File: config.mk
export PLATFORM = sky130hd
export DESIGN_NAME = ddr_cmd_decoder
export DESIGN_NICKNAME = d
export VERILOG_FILES = /design/src/verilog/ddr_cmd_pkg.sv /design/src/verilog/bank_tracker.sv /design/src/verilog/ddr_cmd_decoder.sv
export SDC_FILE = /design/constraint.sdc
export NUM_CORES = 1
export LEC_CHECK = 0
export BUFFER_PORTS_ARGS = -buffer_cell sky130_fd_sc_hd__buf_2
export CORE_MARGIN = 2
export CORE_UTILIZATION = 44
export CTS_CLUSTER_DIAMETER = 120
export DETAILED_ROUTE_END_ITERATION = 16
export PLACE_DENSITY_LB_ADDON = 0.15
export SYNTH_ARGS = -nofsm -noshare
export SYNTH_HDL_FRONTEND = slang
export SYNTH_SLANG_ARGS = --single-unit
File: constraint.sdc
create_clock -name sys_clk -period 1.8 [get_ports sys_clk]
set_input_delay 0.09 -clock sys_clk [delete_from_list [all_inputs] [get_ports sys_clk]]
set_output_delay 0.09 -clock sys_clk [all_outputs]
set_load 0.02 [all_outputs]
File: src/verilog/ddr_cmd_pkg.sv
// Package with command codes, field positions and timing counts.
// Notes on behaviour
// - Deselect and no-op both do nothing.
// - Activate opens addressed row in bank.
// - Read starts burst at bank, column.
// - Write starts burst at bank, column.
// - Bit ten selects auto precharge, per access.
// - Burst terminate only for plain reads.
// - Precharge closes open row of bank(s).
// - Bit ten high precharges all banks.
// - Refresh: auto if enable high, else self.
// - Refresh ignores address, bank and data.
// - Bank bits pick mode or extended register.
// - Mode load stores address as opcode.
// - Masked data elements are not written.
// - Read data appears after programmed latency; rd_data_start comes two clocks after the read for every latency.
package ddr_cmd_pkg;
   // Command codes, strobes packed as {cs_n, ras_n, cas_n, we_n}.
   localparam logic [3:0] CMD_NOP   = 4'h7;
   localparam logic [3:0] CMD_ACT   = 4'h3;
   localparam logic [3:0] CMD_READ  = 4'h5;
   localparam logic [3:0] CMD_WRITE = 4'h4;
   localparam logic [3:0] CMD_TERM  = 4'h6;
   localparam logic [3:0] CMD_PRE   = 4'h2;
   localparam logic [3:0] CMD_REF   = 4'h1;
   localparam logic [3:0] CMD_LMR   = 4'h0;
   // Address bus width and the auto precharge bit position.
   localparam int ADDR_W   = 14;
   localparam int AP_BIT   = 10;
   localparam int NBANK    = 4;
   // Mode register fields: latency code bits and their encodings.
   localparam int CL_LSB   = 4;
   localparam logic [2:0] CL_CODE_2  = 3'h2;
   localparam logic [2:0] CL_CODE_25 = 3'h6;
   // Reset values of mode and extended mode registers.
   localparam logic [13:0] MODE_RST = 14'h0000;
   localparam logic [13:0] EMODE_RST = 14'h0000;
   // Idle pin levels {cke, cs_n, ras_n, cas_n, we_n} held in reset.
   localparam logic [4:0] PIN_IDLE_CTRL = 5'h1F;
   // Latency in half clocks: 2 clocks and 2.5 clocks.
   localparam int LAT_HALF_2  = 4;
   localparam int LAT_HALF_25 = 5;
   // Command kinds reported to the array side.
   typedef enum logic [3:0] {
      OP_NONE, OP_ACT, OP_READ, OP_WRITE, OP_TERM,
      OP_PRE, OP_PRE_ALL, OP_AREF, OP_SREF, OP_LMR, OP_LEMR,
      OP_ILLEGAL
   } op_e;
endpackage

File: src/verilog/bank_tracker.sv
// One bank's open or idle state with its open row.
`timescale 1ns/100ps
module bank_tracker
   import ddr_cmd_pkg::*;
(
   input  wire logic              sys_clk,   // Module clock.
   input  wire logic              arst_n,    // Asynchronous reset, low.
   input  wire logic              open_req,  // Open a row in this bank.
   input  wire logic              close_req, // Close this bank.
   input  wire logic [ADDR_W-1:0] row_in,    // Row to open.
   output logic                   is_open,   // Bank has an open row.
   output logic [ADDR_W-1:0]      row_out    // Row currently open.
);
   logic              open_r;   // Open flag.
   logic              open_nxt; // Next open flag.
   logic [ADDR_W-1:0] row_r;    // Stored row.
   logic [ADDR_W-1:0] row_nxt;  // Next stored row.

   // Closing wins over a same-cycle open and always idles the bank; an open stores the row.
   always_comb
   begin
      open_nxt = open_r;
      row_nxt  = row_r;
      if (close_req)
      begin
         open_nxt = 1'b0;
      end
      else if (open_req)
      begin
         open_nxt = 1'b1;
         row_nxt  = row_in;
      end
   end

   // Registers the bank state.
   always_ff @(posedge sys_clk or negedge arst_n)
   begin
      if (!arst_n)
      begin
         open_r <= 1'b0;
         row_r  <= '0;
      end
      else
      begin
         open_r <= open_nxt;
         row_r  <= row_nxt;
      end
   end

   assign is_open = open_r;
   assign row_out = row_r;
endmodule

File: src/verilog/ddr_cmd_decoder.sv
// Command decoder with bank tracking, mode registers and write masking.
`timescale 1ns/100ps
module ddr_cmd_decoder
   import ddr_cmd_pkg::*;
(
   input  wire logic              sys_clk,        // Module clock, 200 MHz.
   input  wire logic              arst_n,         // Asynchronous reset, low.
   input  wire logic              cke,            // Clock enable pin.
   input  wire logic              cs_n,           // Chip select, low.
   input  wire logic              ras_n,          // Row strobe, low.
   input  wire logic              cas_n,          // Column strobe, low.
   input  wire logic              we_n,           // Write enable, low.
   input  wire logic              bank_select_0,  // Bank address bit 0.
   input  wire logic              bank_select_1,  // Bank address bit 1.
   input  wire logic [ADDR_W-1:0] addr,           // Row, column or opcode.
   input  wire logic              wr_valid,       // Write data element valid.
   input  wire logic              write_mask,     // Mask for this element.
   input  wire logic [7:0]        wr_data,        // Write data element.
   output logic [3:0]             op_kind,        // Decoded command kind.
   output logic                   op_pulse,       // One cycle per command.
   output logic [1:0]             op_bank,        // Bank of the command.
   output logic [ADDR_W-1:0]      op_addr,        // Row or column address.
   output logic                   op_auto_pre,    // Auto precharge request.
   output logic [3:0]             bank_open,      // Open flag per bank.
   output logic                   self_refresh,   // In self refresh.
   output logic [ADDR_W-1:0]      refresh_row,    // Internal refresh row.
   output logic [ADDR_W-1:0]      mode_reg,       // Mode register value.
   output logic [ADDR_W-1:0]      ext_mode_reg,   // Extended mode value.
   output logic [2:0]             read_lat_half,  // Latency in half clocks.
   output logic                   rd_data_start,  // First read data edge.
   output logic                   wr_store,       // Store data element.
   output logic [7:0]             wr_store_data   // Data element stored.
);
   // Two-stage synchronisers for every pin input.
   localparam int PIN_W = 7 + ADDR_W + 10;
   // Reset leaves the pipeline deselected, so no command follows reset.
   localparam logic [PIN_W-1:0] PIN_RST = {PIN_IDLE_CTRL,
                                           {(PIN_W-5){1'b0}}};
   logic [PIN_W-1:0] pin_meta_r;   // First stage, read only by second.
   logic [PIN_W-1:0] pin_sync_r;   // Second stage, used by logic.
   logic             cke_s;        // Synchronised clock enable.
   logic [3:0]       cmd_s;        // Synchronised strobes.
   logic [1:0]       ba_s;         // Synchronised bank bits.
   logic [ADDR_W-1:0] addr_s;      // Synchronised address.
   logic             wv_s;         // Synchronised write valid.
   logic             wm_s;         // Synchronised write mask.
   logic [7:0]       wd_s;         // Synchronised write data.

   // Captures the pins through two flip-flops.
   always_ff @(posedge sys_clk or negedge arst_n)
   begin
      if (!arst_n)
      begin
         pin_meta_r <= PIN_RST;
         pin_sync_r <= PIN_RST;
      end
      else
      begin
         pin_meta_r <= {cke, cs_n, ras_n, cas_n, we_n, bank_select_1,
                        bank_select_0, addr, wr_valid, write_mask, wr_data};
         pin_sync_r <= pin_meta_r;
      end
   end

   assign {cke_s, cmd_s, ba_s, addr_s, wv_s, wm_s, wd_s} = pin_sync_r;

   // Decoder state.
   op_e               op_r, op_nxt;            // Command kind.
   logic              pulse_r, pulse_nxt;      // Command pulse.
   logic [1:0]        bank_r, bank_nxt;        // Command bank.
   logic [ADDR_W-1:0] oaddr_r, oaddr_nxt;      // Command address.
   logic              ap_r, ap_nxt;            // Auto precharge flag.
   logic              sref_r, sref_nxt;        // Self refresh state.
   logic [ADDR_W-1:0] rrow_r, rrow_nxt;        // Refresh counter.
   logic [ADDR_W-1:0] mode_r, mode_nxt;        // Mode register.
   logic [ADDR_W-1:0] emode_r, emode_nxt;      // Extended mode register.
   logic              rd_ap_r, rd_ap_nxt;      // Last access was a write or an auto pre read.
   logic [5:0]        lat_sr_r, lat_sr_nxt;    // Read latency pipeline.
   logic              ws_r, ws_nxt;            // Write store strobe.
   logic [7:0]        wsd_r, wsd_nxt;          // Write store data.
   logic [3:0]        open_req;                // Per-bank open requests.
   logic [3:0]        close_req;               // Per-bank close requests.
   logic [3:0]        is_open;                 // Per-bank open flags.
   logic [2:0]        lat_half;                // Decoded latency.

   // Latency from the mode register; unknown codes fall back to 2.5.
   always_comb
   begin
      if (mode_r[CL_LSB +: 3] == CL_CODE_2)
         lat_half = 3'(LAT_HALF_2);
      else
         lat_half = 3'(LAT_HALF_25);
   end

   // Decodes the strobes into one command per clock.
   always_comb
   begin
      op_nxt     = OP_NONE;
      pulse_nxt  = 1'b0;
      bank_nxt   = bank_r;
      oaddr_nxt  = oaddr_r;
      ap_nxt     = 1'b0;
      sref_nxt   = sref_r;
      rrow_nxt   = rrow_r;
      mode_nxt   = mode_r;
      emode_nxt  = emode_r;
      rd_ap_nxt  = rd_ap_r;
      open_req   = '0;
      close_req  = '0;
      lat_sr_nxt = {lat_sr_r[4:0], 1'b0};
      if (sref_r)
      begin
         // Self refresh ends when clock enable returns high.
         if (cke_s)
            sref_nxt = 1'b0;
      end
      else if (cmd_s[3])
      begin
         op_nxt = OP_NONE;
      end
      else
      begin
         pulse_nxt = 1'b1;
         case (cmd_s)
            CMD_NOP:
               begin
                  op_nxt    = OP_NONE;
                  pulse_nxt = 1'b0;
               end
            CMD_ACT:
               begin
                  op_nxt    = OP_ACT;
                  bank_nxt  = ba_s;
                  oaddr_nxt = addr_s;
                  if (is_open[ba_s])
                     op_nxt = OP_ILLEGAL;
                  else
                     open_req[ba_s] = 1'b1;
               end
            CMD_READ, CMD_WRITE:
               begin
                  op_nxt    = (cmd_s == CMD_READ) ? OP_READ : OP_WRITE;
                  bank_nxt  = ba_s;
                  oaddr_nxt = addr_s;
                  ap_nxt    = addr_s[AP_BIT];
                  if (!is_open[ba_s])
                     op_nxt = OP_ILLEGAL;
                  else
                  begin
                     if (addr_s[AP_BIT])
                        close_req[ba_s] = 1'b1;
                     if (cmd_s == CMD_READ)
                     begin
                        rd_ap_nxt  = addr_s[AP_BIT];
                        lat_sr_nxt[0] = 1'b1;
                     end
                     else
                        rd_ap_nxt = 1'b1;
                  end
               end
            CMD_TERM:
               begin
                  // Only a plain read burst may be terminated.
                  op_nxt = rd_ap_r ? OP_ILLEGAL : OP_TERM;
               end
            CMD_PRE:
               begin
                  bank_nxt = ba_s;
                  if (addr_s[AP_BIT])
                  begin
                     op_nxt    = OP_PRE_ALL;
                     close_req = '1;
                  end
                  else
                  begin
                     op_nxt          = OP_PRE;
                     close_req[ba_s] = 1'b1;
                  end
               end
            CMD_REF:
               begin
                  rrow_nxt = rrow_r + 1'b1;
                  if (cke_s)
                     op_nxt = OP_AREF;
                  else
                  begin
                     op_nxt   = OP_SREF;
                     sref_nxt = 1'b1;
                  end
               end
            CMD_LMR:
               begin
                  bank_nxt = ba_s;
                  if (ba_s == 2'h0)
                  begin
                     op_nxt   = OP_LMR;
                     mode_nxt = addr_s;
                  end
                  else if (ba_s == 2'h1)
                  begin
                     op_nxt    = OP_LEMR;
                     emode_nxt = addr_s;
                  end
                  else
                     op_nxt = OP_ILLEGAL;
               end
            default:
               op_nxt = OP_ILLEGAL;
         endcase
      end
      // Write elements are stored unless their mask is high.
      ws_nxt  = wv_s & ~wm_s;
      wsd_nxt = wm_s ? wsd_r : wd_s;
   end

   // Registers the decoder state.
   always_ff @(posedge sys_clk or negedge arst_n)
   begin
      if (!arst_n)
      begin
         op_r     <= OP_NONE;
         pulse_r  <= 1'b0;
         bank_r   <= 2'h0;
         oaddr_r  <= '0;
         ap_r     <= 1'b0;
         sref_r   <= 1'b0;
         rrow_r   <= '0;
         mode_r   <= MODE_RST;
         emode_r  <= EMODE_RST;
         rd_ap_r  <= 1'b1;
         lat_sr_r <= '0;
         ws_r     <= 1'b0;
         wsd_r    <= 8'h00;
      end
      else
      begin
         op_r     <= op_nxt;
         pulse_r  <= pulse_nxt;
         bank_r   <= bank_nxt;
         oaddr_r  <= oaddr_nxt;
         ap_r     <= ap_nxt;
         sref_r   <= sref_nxt;
         rrow_r   <= rrow_nxt;
         mode_r   <= mode_nxt;
         emode_r  <= emode_nxt;
         rd_ap_r  <= rd_ap_nxt;
         lat_sr_r <= lat_sr_nxt;
         ws_r     <= ws_nxt;
         wsd_r    <= wsd_nxt;
      end
   end

   // One tracker per bank.
   for (genvar b = 0; b < NBANK; b++)
   begin : g_bank
      bank_tracker u_bank
      (
         .sys_clk   (sys_clk),
         .arst_n    (arst_n),
         .open_req  (open_req[b]),
         .close_req (close_req[b]),
         .row_in    (addr_s),
         .is_open   (is_open[b]),
         .row_out   ()
      );
   end

   // Data start strobe two edges after the read registers (2 for both).
   assign rd_data_start = lat_sr_r[2];
   assign op_kind       = op_r;
   assign op_pulse      = pulse_r;
   assign op_bank       = bank_r;
   assign op_addr       = oaddr_r;
   assign op_auto_pre   = ap_r;
   assign bank_open     = is_open;
   assign self_refresh  = sref_r;
   assign refresh_row   = rrow_r;
   assign mode_reg      = mode_r;
   assign ext_mode_reg  = emode_r;
   assign read_lat_half = lat_half;
   assign wr_store      = ws_r;
   assign wr_store_data = wsd_r;
endmodule

==> results, run 1 <==
- The run finished with clean final reports.
- The synthesized net count is 361.
- In the final timing run, aggregate negative setup slack is 0 ns.
- The placed instance area is 5880 um^2.
- The total of warnings raised by yosys is 0.
- Of all nets on the critical path, the largest fanout is 5.
- The sequential share of the synthesized area is 71.2%.
- Summing internal, switching and leakage power gives 0.00859 W.
- The largest total area in the synthesized netlist belongs to sky130_fd_sc_hd__dfrtp_1.
- Setup violations remaining at the end of the flow were counted as 0.
- Max-cap violations in this run came to 0.
- The count of buffers inserted at the top-level ports is 112.
- Counting distinct cell types in the post-synthesis netlist gives 45.
- The nature of the critical path startpoint is a flop.
- Sequential cells burn 44.2% of the power.
- The post-synthesis share of cell area spent on and, or, nand and nor gates is 7.65%.
- The floorplan row count is 39.
- The initial detailed-routing violation count is 121.
- The total number of vias is 3,103.
- Sorting the synthesized cells by area gives the leading types as sky130_fd_sc_hd__dfrtp_1 65%, sky130_fd_sc_hd__mux2_2 9.7%, sky130_fd_sc_hd__dfstp_2 5.7%.
- The TritonCTS clock tree is yes.
- Wires add up to 9600 um.
- The number of antenna violations at the first check in global routing is 0.
- The total global-route track usage is 16.8%.
- The cell sitting at the root of the clock tree is a sky130_fd_sc_hd__clkbuf_16.
- The clock arrives with 0.00844 ns of skew.
- The routed wirelength normalized by instance count is 14.9 um.
- The synthesized area per cell is 15.5 um^2.
- The source-to-sink clock delay at the later pin of the worst-skew pair is 0.41 ns.
- The post-route cell area is 6830 um^2.
- For this run, the slowest stage of the critical path takes 0.53 ns.
- The largest family of logic cells by synthesized area is multiplexers.
- The leading register cell type out of synthesis is sky130_fd_sc_hd__dfrtp_1.
- The largest buffer count on any clock path is 2.
- The post-synthesis share of cell area spent on xor and xnor gates is 2.24%.
- Before antenna repair, the detailed router went through 4 iterations.
- The type of element capturing the critical path is a flop.
- The fraction of power consumed by the clock network is 41.9%.
- The signal on the critical path passes through or4b_4 > nor2_1 > mux2_2.
- The depth of the worst register-to-register path is 3.
- The synthesized design contains 144 register bits.
- The total congestion overflow after global routing is 0.
- Across all register-to-register paths, the minimum setup slack is 0.08 ns.
- The number of global-route vias before repair came to 3,221.
- The floorplan die area is 12,400 um^2.
- The synthesized netlist occupies a cell area of 5080 um^2.
- The top cell type's share of synthesized area is 65.5%.
- Dividing total power by cell area gives a power density of 1260 nW/um^2.
- The instance count of the mapped netlist is 327.
- STA puts the critical path data arrival time at 2.01 ns.
- The share of final-layout standard cells stronger than drive strength 1 is 46.2%.
- The internal power component is 0.00645 W.
- The signed area change from the synthesized netlist to the final layout is 34.3%.
- The kind of cell with the highest combined delay along the critical path is simple AND/OR/NAND/NOR gates.
- The cell with the biggest individual delay on the critical path is sky130_fd_sc_hd__dfstp_2.
- The final-report hold violation count is 0.
- The number of synthesized flops with an enable pin is 0.
- The net total in the final layout is 522.
- The final antenna diode count is 0.
- The critical setup path kind is reg2reg.
- The H-tree generated during clock tree synthesis spans 4 levels.
- The final critical delay including setup and external delays is 1.72 ns.
- In this run the critical register-to-register path is captured at refresh_row[1].
- The first global-routing pass estimated 16,100 um of wire.
- The count of clock tree sinks is 144.
- Entering global routing, the biggest net connects 61 pins.
- The reported net switching power is 0.00214 W.
- VDD sags by at most 0.825 mV.
- The clock buffer count from CTS is 17.
- The vias per cell is 4.83.
- From left edge to right edge, the die measures 111 um.
- Counting the fill cells in the layout gives 905.
- Cells fill 60.1% of the core in the end.
- The post-CTS setup-driven buffer insertion count is 0.
- The number of design rule violations left after detail routing is 0.
- Per report_power, the combinational group accounts for 13.8% of the total.
- The worst hold path class is in2async.
- The placed wire-length estimate is 6200 um.
- In the final layout, the registers with the most flip-flops are pin_meta_r: 31 flops, pin_sync_r: 31 flops.
- The synthesized netlist devotes 2.90% of its cell area to compound gates.
- Setup repair after global routing left no endpoint under its margin.
- The achievable frequency is 581 MHz.
- The number of nets with antenna violations after detailed routing is 0.
- The worst hold slack after final layout is 0.148 ns.
- At the end of routability-driven placement, the weighted congestion stood at 0.843.
- The clock-pin slew on the worst setup and hold paths is 0.05 ns.
- The count of pins over their slew limit is 0.
- The synthesized netlist devotes 0.246% of its cell area to adder and majority cells.
- The share of synthesized registers carrying an async set or reset is 100%.
- The launch point of the worst reg-to-reg path is pin_sync_r[26].
- The initial core utilization is 44.7%.
- The region available for standard cell placement spans 11,400 um^2.
- The die is 111 um tall.
- The number of buffers and inverters on the critical path is 0.
- The endpoint required time on the critical path is 2.09 ns.
- The mux contribution to synthesized area is 13.1%.
- After layout, the worst path uses 95.6% of the clock period.
- The top-level port count is 115.
- Net switching is 24.9% of the power.
- Summed over all cells, the static leakage comes to 3.30 nW.
==> through the flow <==
step	setup slack, ns	std cells
5_1_grt	0.0107	643
4_1_cts	0.0212	643
6_report	0.0791	643
3_5_place_dp	-0.0144	580
3_3_place_gp	0.0345	580
2_1_floorplan	0.0381	327
==> synth_stat cells, drive strengths merged, types with 2 or more instances <==
master,instances
nand4,3
nor2b,3
inv,4
clkbuf,6
xor2,4
nor3,4
a31oi,6
and3,2
nand2b,3
buf,12
xnor2,9
nor4,5
nand4b,2
mux2,54
conb,2
nor3b,3
nor2,9
a21oi,10
nand2,18
dfstp,11
dfrtp,133
nand3,8
==> placed cells by master, fill, tap and decap left out, drive strengths merged, types with 2 or more instances in the layout <==
cell / synthesis / layout
nor2b: 3 / 3
nand4: 3 / 3
nor4: 5 / 5
nor2: 9 / 9
a21oi: 10 / 10
nand4b: 2 / 2
clkinvlp: 0 / 2
nor3b: 3 / 3
dlygate4sd3: 0 / 32
clkinv: 0 / 4
dfstp: 11 / 11
bufinv: 0 / 4
nand2b: 3 / 3
a31oi: 6 / 6
xor2: 4 / 4
nand3: 8 / 8
mux2: 54 / 54
inv: 4 / 4
xnor2: 9 / 9
nand2: 18 / 18
and3: 2 / 2
conb: 2 / 2
nor3: 4 / 4
dfrtp: 133 / 133
buf: 12 / 128
clkbuf: 6 / 21
==> cells by family after synthesis <==
group	after synthesis
flops	144
simple gates	67
mux	55
compound gates	23
buf+inv	22
xor+xnor	13
other cells	2
fa+ha+maj	1
==> power by group through the flow <==
stage                     clock network [W]  logic (W)  registers (W)
after floorplan                           0   0.000400        0.00411
after detailed placement                  0    0.00115        0.00385
after global routing                0.00384    0.00128        0.00385
after global placement                    0    0.00113        0.00384
after CTS                           0.00368    0.00121        0.00380
final                               0.00360    0.00119        0.00380
==> layer usage <==
layer / GRT usage [%] / share of wire, % / vias to the layer above
li1: - / - / 1445
met1: 20.9 / 43 / 1562
met2: 27.0 / 51 / 87
met3: 5.93 / 4.9 / 9
met4: 6.67 / 1.0 / 0
met5: 0 / 0 / -
==> timing repair <==
item / in CTS / in global routing
endpoints found under the setup margin: 2 / 7
gates resized for setup: 0 / 3
hold endpoints to repair: 165 / 0
pin swaps: 1 / 1
cloned: 0 / 0
hold buffers: 32 / 0
==> final cells by class <==
| cell class | instances | area, um^2 | share of cell area (%) |
|---|---|---|---|
| clock buffers | 21 | 450 | 6.60 |
| clock inverters | 10 | 161 | 2.36 |
| inverters | 4 | 15.0 | 0.220 |
| multi-input cells | 161 | 1360 | 19.9 |
| flip-flops and latches | 144 | 3620 | 53.0 |
| well taps | 143 | 179 | 2.62 |
| repair buffers | 160 | 1040 | 15.3 |
==> worst register-to-register path: cells and delay by family, from the launching register on <==
family / cells / cell delay (ns)
flip-flops: 1 / 0.53
multiplexers: 1 / 0.35
AND/OR/NAND/NOR: 2 / 0.73
==> worst max path at each step <==
stage | to | slack, ns | startpoint | cells past startpoint
after floorplan | op_addr[10] | 0.04 | self_refresh | 5
after global placement | refresh_row[6] | 0.03 | pin_sync_r[26] | 4
after detailed placement | refresh_row[6] | -0.01 | pin_sync_r[26] | 4
after CTS | refresh_row[9] | 0.02 | pin_sync_r[26] | 4
after global routing | refresh_row[6] | 0.01 | pin_sync_r[26] | 4
final | refresh_row[1] | 0.08 | pin_sync_r[26] | 3
Power figures use the tool's default switching activity.
==> run 2, diff against run 1 <==
--- a/config.mk
+++ b/config.mk
@@ -8,9 +8,11 @@
 export BUFFER_PORTS_ARGS = -buffer_cell sky130_fd_sc_hd__buf_2
 export CORE_MARGIN = 2
 export CORE_UTILIZATION = 44
+export CTS_BUF_LIST = sky130_fd_sc_hd__clkbuf_16
 export CTS_CLUSTER_DIAMETER = 120
 export DETAILED_ROUTE_END_ITERATION = 16
 export PLACE_DENSITY_LB_ADDON = 0.15
+export SLEW_MARGIN = 25
 export SYNTH_ARGS = -nofsm -noshare
 export SYNTH_HDL_FRONTEND = slang
 export SYNTH_SLANG_ARGS = --single-unit
==> results, run 2 (synthesis results as in run 1) <==
- The initial core utilization was 44.7% (unchanged).
- The post-route fraction of the period consumed by the critical path is 95.5% (about the same).
- The maximum number of pins on one net before global-route repair is 61 (unchanged).
- The worst-path maximum fanout is 5 (unchanged).
- The initial detailed-routing violation count came to 150 (+24%).
- The arrival time of the worst setup path is 2.01 ns (about the same).
- Leaving out fill and tap cells, the most frequent cells in the layout are 131 x sky130_fd_sc_hd__dfrtp_1, 111 x sky130_fd_sc_hd__buf_2, 44 x sky130_fd_sc_hd__mux2_2.
- The net switching share of the total power is 25.1% (+0.17 points).
- The share of final-layout standard cells stronger than drive strength 1 is 46.0% (-0.20 points).
- The flow ran to the end, and the final reports show no timing, DRC or antenna violations.
- The count of pins over their slew limit came to 0 (unchanged).
- The net total in the final layout was 522 (unchanged).
- The number of nets with antenna violations after detailed routing is 0 (unchanged).
- The number of global-route vias before repair is 3,223 (+0.062%).
- The top-level port count was 115 (unchanged).
- The total number of vias is 3,104 (+0.032%).
- The cell with the biggest individual delay on the critical path is sky130_fd_sc_hd__dfstp_2.
- The endpoint required time on the critical path is 2.09 ns (about the same).
- The vias per cell was 4.83 (about the same).
- TritonCTS built the clock tree.
- The floorplan row count is 39 (unchanged).
- The first-pass GRT wire length is 16,100 um (unchanged).
- The height of the die was 111 um (unchanged).
- The total congestion overflow after global routing is 0 (unchanged).
- The depth of the CTS H-tree is 4 (unchanged).
- The largest registers in the layout are pin_meta_r: 31 flops, pin_sync_r: 31 flops.
- The worst register-to-register path begins at pin_sync_r[26].
- The type of element capturing the critical path is a flop.
- The count of maximum capacitance violations is 0 (unchanged).
- The worst stage delay on the critical path was 0.53 ns (about the same).
- The internal power component is 0.00639 W (-0.93%).
- The combinational cell fraction of total power came to 14.0% (+0.2 points).
- The area taken by flip-flops and latches is 3620 um^2 (unchanged).
- The final weighted congestion of routability-driven global placement came to 0.843 (unchanged).
- The filler cell count in the final layout is 907 (+0.22%).
- The nature of the critical path startpoint is a flop.
- The clock-pin slew on the worst setup and hold paths is 0.05 ns (about the same).
- The final-report hold violation count is 0 (unchanged).
- The final setup skew was 0.00847 ns (+0.0000302 ns).
- The critical setup path kind is reg2reg.
- The count of endpoints failing setup in the final report is 0 (unchanged).
- The worst hold path class is in2async.
- The worst hold slack after final layout is 0.154 ns (+0.00564 ns).
- The post-route cell area is 6820 um^2 (-0.15%).
- The core occupancy in the finished layout was 60.0% (-0.088 points).
- Leaving out fill and tap cells, the most frequent cell in the layout is sky130_fd_sc_hd__dfrtp_1.
- The routed wirelength normalized by instance count came to 15.0 um (+0.48%).
- The clock buffer count from CTS is 17 (unchanged).
- The die outline width is 111 um (unchanged).
- The aggregate routed wire length is 9640 um (+0.48%).
- The most critical setup path has its startpoint at pin_sync_r[26].
- The maximum vdd ir drop is 0.825 mV (about the same).
- Setup repair after global routing left no endpoint under its margin.
- The multi-input gate area in the final layout came to 1360 um^2 (unchanged).
- The area of the core is 11,400 um^2 (unchanged).
- The count of clock tree sinks was 144 (unchanged).
- The floorplan die area was 12,400 um^2 (unchanged).
- The part of the total power dissipated in sequential elements came to 44.5% (+0.3 points).
- The source-to-sink clock delay at the later pin of the worst-skew pair was 0.41 ns (about the same).
- The number of iterations in the first detailed-routing pass came to 4 (unchanged).
- The final antenna diode count is 0 (unchanged).
- The number of antenna violations at the first check in global routing is 0 (unchanged).
- The total global-route track usage is 16.8% (about the same).
- The number of buffers and inverters on the critical path was 0 (unchanged).
- The final critical delay including setup and external delays is 1.72 ns (-0.00116 ns).
- The reported net switching power is 0.00214 W (about the same).
- The critical path goes through or4b_4 > nor2_1 > mux2_2.
- Among cell families on the critical path, the largest total delay comes from simple AND/OR/NAND/NOR gates.
- The root buffer selected by CTS is sky130_fd_sc_hd__clkbuf_16.
- The placed wire-length estimate was 6200 um (unchanged).
- The number of design rule violations left after detail routing is 0 (unchanged).
- The largest buffer count on any clock path is 2 (unchanged).
- The fraction of power consumed by the clock network came to 41.5% (-0.4 points).
- The count of buffers inserted at the top-level ports is 112 (unchanged).
- The cell area power density came to 1250 nW/um^2 (-0.56%).
- The placed instance area was 5880 um^2 (unchanged).
- The cell leakage power is 3.31 nW (+0.21%).
- The area growth from synthesis to layout is 34.1%.
- The achievable frequency came to 581 MHz (about the same).
==> run 2: cell count changes in the layout (fill, tap and decap cells not counted) <==
cell                       previous run  this run
sky130_fd_sc_hd__inv_1                4         7
sky130_fd_sc_hd__clkbuf_1             3         0
sky130_fd_sc_hd__clkinv_1             1         2
sky130_fd_sc_hd__clkbuf_8             1         0
==> run 2: timing repair <==
item / 4_1_cts / 5_1_grt
pin swaps: 1 / 1
hold endpoints to repair: 165 / 0
hold buffers: 32 / 0
endpoints found under the setup margin: 2 / 7
buffers inserted: 0 / 0
resized for setup: 0 / 3
==> run 2: stage by stage <==
| step | setup slack [ns] | TNS (ns) | power [W] | std cells |
|---|---|---|---|---|
| floorplan | 0.0381 | 0 | 0.00451 | 327 |
| global placement | 0.0345 | 0 | 0.00497 | 580 |
| detailed placement | -0.0144 | -0.0144 | 0.00500 | 580 |
| CTS | 0.0212 | 0 | 0.00862 | 643 |
| global route | 0.0107 | 0 | 0.00890 | 643 |
| finish | 0.0802 | 0 | 0.00853 | 643 |
==> run 2: path summary, 6_finish.rpt <==
check | endpoint | cells past startpoint | slack, ns
setup / recovery | refresh_row[1] | 3 | 0.08
hold / removal | refresh_row[13] | 2 | 0.15
setup reg to reg | refresh_row[1] | 3 | 0.08
hold reg to reg | pin_sync_r[2] | 0 | 0.35
max in group asynchronous | pin_meta_r[26] | 3 | 0.98
min in group sys_clk | pin_meta_r[22] | 2 | 0.32
==> run 2: final cells by class <==
type                    instances  area share [%]
clock buffers                  17            6.24
inverters                       4           0.220
flip-flops and latches        144            53.1
multi-input cells             161            19.9
clock inverters                14            2.59
well taps                     143            2.62
repair buffers                160            15.3
==> run 2: worst reg2reg max path: cells and delay by family, from the launching register on <==
kind             cells  cell delay (ns)
multiplexers         1             0.35
AND/OR/NAND/NOR      2             0.73
flip-flops           1             0.53
==> run 2: power groups by stage <==
stage	registers, W	clock network [W]	logic (W)
6_report	0.00380	0.00354	0.00119
2_1_floorplan	0.00411	0	0.000400
5_1_grt	0.00385	0.00377	0.00128
3_3_place_gp	0.00384	0	0.00113
3_5_place_dp	0.00385	0	0.00115
4_1_cts	0.00380	0.00361	0.00121
==> run 2: metal layers <==
metal  share of wire (%)  routed length, um  track usage, %
met1                  44               4210            21.0
met2                  51               4890            27.0
met3                 4.7                452            5.93
met4                0.96                 93            6.67
met5                   0                  0               0
==> run 3, diff against run 2 <==
--- a/config.mk
+++ b/config.mk
@@ -6,8 +6,10 @@
 export NUM_CORES = 1
 export LEC_CHECK = 0
 export BUFFER_PORTS_ARGS = -buffer_cell sky130_fd_sc_hd__buf_2
+export CELL_PAD_IN_SITES_DETAIL_PLACEMENT = 0
+export CELL_PAD_IN_SITES_GLOBAL_PLACEMENT = 2
 export CORE_MARGIN = 2
-export CORE_UTILIZATION = 44
+export CORE_UTILIZATION = 33
 export CTS_BUF_LIST = sky130_fd_sc_hd__clkbuf_16
 export CTS_CLUSTER_DIAMETER = 120
 export DETAILED_ROUTE_END_ITERATION = 16
==> results, run 3 (synthesis results as in run 1) <==
- The flow ran to the end, and the final reports show no timing, DRC or antenna violations.
- The count of pins over their slew limit was 0 (unchanged).
- The floorplan row count is 45 (+15%).
- The clock buffer count from CTS is 17 (unchanged).
- At the pin with the least slew margin, the transition time is 0.501 ns.
- The endpoint required time on the critical path was 2.10 ns (about the same).
- The worst hold path belongs to the class in2async.
- The placed wire-length estimate is 6950 um (+12%).
- The number of global-route vias before repair is 3,226 (+0.093%).
- The post-route fraction of the period consumed by the critical path came to 95.3% (-0.29 points).
- The reported net switching power is 0.00228 W (+6.7%).
- The cell area power density is 1200 nW/um^2 (-4.0%).
- The initial core utilization is 33.6% (-11 points).
- The core occupancy in the finished layout is 45.7% (-14 points).
- The height of the die came to 128 um (+15%).
- The worst setup slack after placement came to -0.0175 ns (-0.00305 ns).
- The aggregate routed wire length was 10,500 um (+9.1%).
- The total global-route track usage is 13.9% (-2.9 points).
- The type of element capturing the critical path is a flop.
- The area of the core is 15,100 um^2 (+33%).
- The first-pass GRT wire length is 17,000 um (+5.3%).
- The worst hold slack after final layout came to 0.193 ns (+0.0391 ns).
- The count of clock tree sinks is 144 (unchanged).
- The post-route cell area was 6930 um^2 (+1.6%).
- The achievable frequency is 583 MHz (+0.30%).
- The initial detailed-routing violation count was 98 (-35%).
- The root buffer selected by CTS is sky130_fd_sc_hd__clkbuf_16.
- From synthesis to final layout, the design area changed by 36.3%.
- The final worst setup slack is 0.0854 ns (+0.00514 ns).
- The filler cell count in the final layout is 1,379 (+52%).
- The share of final-layout standard cells stronger than drive strength 1 is 47.7% (+1.7 points).
- The accumulated negative setup slack is 0 ns (unchanged).
- The fraction of power consumed by the clock network is 39.8% (-1.7 points).
- The total number of vias is 3,110 (+0.19%).
- The most common cell after layout, fill and taps aside is sky130_fd_sc_hd__dfrtp_1.
- The number of nets with antenna violations after detailed routing is 0 (unchanged).
- The final weighted congestion of routability-driven global placement is 0.717 (-15%).
- The routed wire length on met3 is 497 um (+10%).
- The source-to-sink clock delay at the later pin of the worst-skew pair is 0.42 ns (about the same).
- The top-level port count came to 115 (unchanged).
- The largest registers in the layout are pin_meta_r: 31 flops, pin_sync_r: 31 flops.
- The worst pin sits at a relative slew slack of 66.6%.
- The number of iterations in the first detailed-routing pass came to 4 (unchanged).
- The maximum number of pins on one net before global-route repair is 51 (-16%).
- The maximum vdd ir drop is 0.621 mV (-25%).
- The worst-path maximum fanout was 5 (unchanged).
- The net total in the final layout is 532 (+1.9%).
- The internal power component is 0.00603 W (-5.6%).
- The total routed wire length on the met1 layer is 4550 um (+8.1%).
- The startpoint identified for the worst register-to-register timing path is pin_sync_r[26].
- The depth of the CTS H-tree was 4 (unchanged).
- The floorplan die area is 16,400 um^2 (+32%).
- The net switching share of the total power is 27.5% (+2.4 points).
- The arrival time of the worst setup path is 2.02 ns (about the same).
- The critical setup path kind is reg2reg.
- The total congestion overflow after global routing is 0 (unchanged).
- The final setup skew is 0.00864 ns (+0.000165 ns).
- The number of design rule violations left after detail routing is 0 (unchanged).
- In this run the worst setup path begins at pin_sync_r[26].
- The post-CTS setup-driven buffer insertion count is 0 (unchanged).
- The largest buffer count on any clock path is 2 (unchanged).
- The placed instance area is 6030 um^2 (+2.4%).
- The routed wirelength normalized by instance count is 15.1 um (+0.38%).
- The count of buffers inserted at the top-level ports is 112 (unchanged).
- The final critical delay including setup and external delays is 1.71 ns (-0.00514 ns).
- The combinational cell fraction of total power is 14.6% (+0.6 points).
- The routed length on met2 is 5360 um (+9.5%).
- The count of maximum capacitance violations was 0 (unchanged).
- Leaving out fill and tap cells, the most frequent cells in the layout are 132 x sky130_fd_sc_hd__dfrtp_1, 111 x sky130_fd_sc_hd__buf_2, 44 x sky130_fd_sc_hd__mux2_2.
- The die outline width was 128 um (+15%).
- In this run the top signal layer used is met4.
- The number of antenna violations at the first check in global routing is 0 (unchanged).
- Setup repair after global routing left no endpoint under its margin.
- The part of the total power dissipated in sequential elements is 45.6% (+1.1 points).
- The cell leakage power is 3.34 nW (+0.92%).
- TritonCTS built the clock tree.
- The clock-pin slew on the worst setup and hold paths came to 0.06 ns (about the same).
- The final-report hold violation count is 0 (unchanged).
- The worst setup path is launched from a flop.
- The vias per cell is 4.45 (-7.8%).
- The count of endpoints failing setup in the final report is 0 (unchanged).
- The final antenna diode count was 0 (unchanged).
## run 3: final timing paths
kind / end / slack [ns] / cells past startpoint
min in group sys_clk: pin_meta_r[18] / 0.30 / 2
max reg2reg: refresh_row[9] / 0.09 / 4
max in group asynchronous: pin_sync_r[29] / 0.98 / 3
min: refresh_row[5] / 0.19 / 2
min reg2reg: pin_sync_r[25] / 0.35 / 0
max: refresh_row[9] / 0.09 / 4
## run 3: power groups by stage
stage	Combinational [W]	Clock (W)	Sequential, W
finish	0.00121	0.00331	0.00379
global route	0.00132	0.00359	0.00384
CTS	0.00124	0.00341	0.00380
detailed placement	0.00118	0	0.00385
global placement	0.00117	0	0.00384
floorplan	0.000400	0	0.00411
## run 3: cell type report
type,instances,area [um^2],share of cell area [%]
flip-flops and latches,144,3620,52.2
multi-input cells,161,1370,19.7
repair buffers,170,1130,16.3
clock buffers,17,425,6.14
well taps,188,235,3.39
clock inverters,15,135,1.95
inverters,4,15.0,0.217
## run 3: metrics by stage
step	power, W	instances
2_1_floorplan	0.00451	327
3_3_place_gp	0.00501	635
3_5_place_dp	0.00503	635
4_1_cts	0.00845	699
5_1_grt	0.00875	699
6_report	0.00832	699
## run 3: what timing repair did
item | 4_1_cts | 5_1_grt
resized for setup | 1 | 3
pin swaps | 1 | 1
hold buffers | 32 | 0
setup endpoints to repair | 2 | 11
hold endpoints to repair | 78 | 0
## run 3: metal layers
layer | vias up | global-route usage, %
li1 | 1472 | -
met1 | 1556 | 16.7
met2 | 70 | 22.5
met3 | 12 | 5.30
met4 | 0 | 5.69
met5 | - | 0
## run 3: worst max-delay path: stages, from the launching register on
cell	delay (ns)
sky130_fd_sc_hd__dfstp_2	0.52
sky130_fd_sc_hd__or4b_4	0.52
sky130_fd_sc_hd__nor3_4	0.23
sky130_fd_sc_hd__nand4_1	0.17
sky130_fd_sc_hd__xnor2_1	0.16
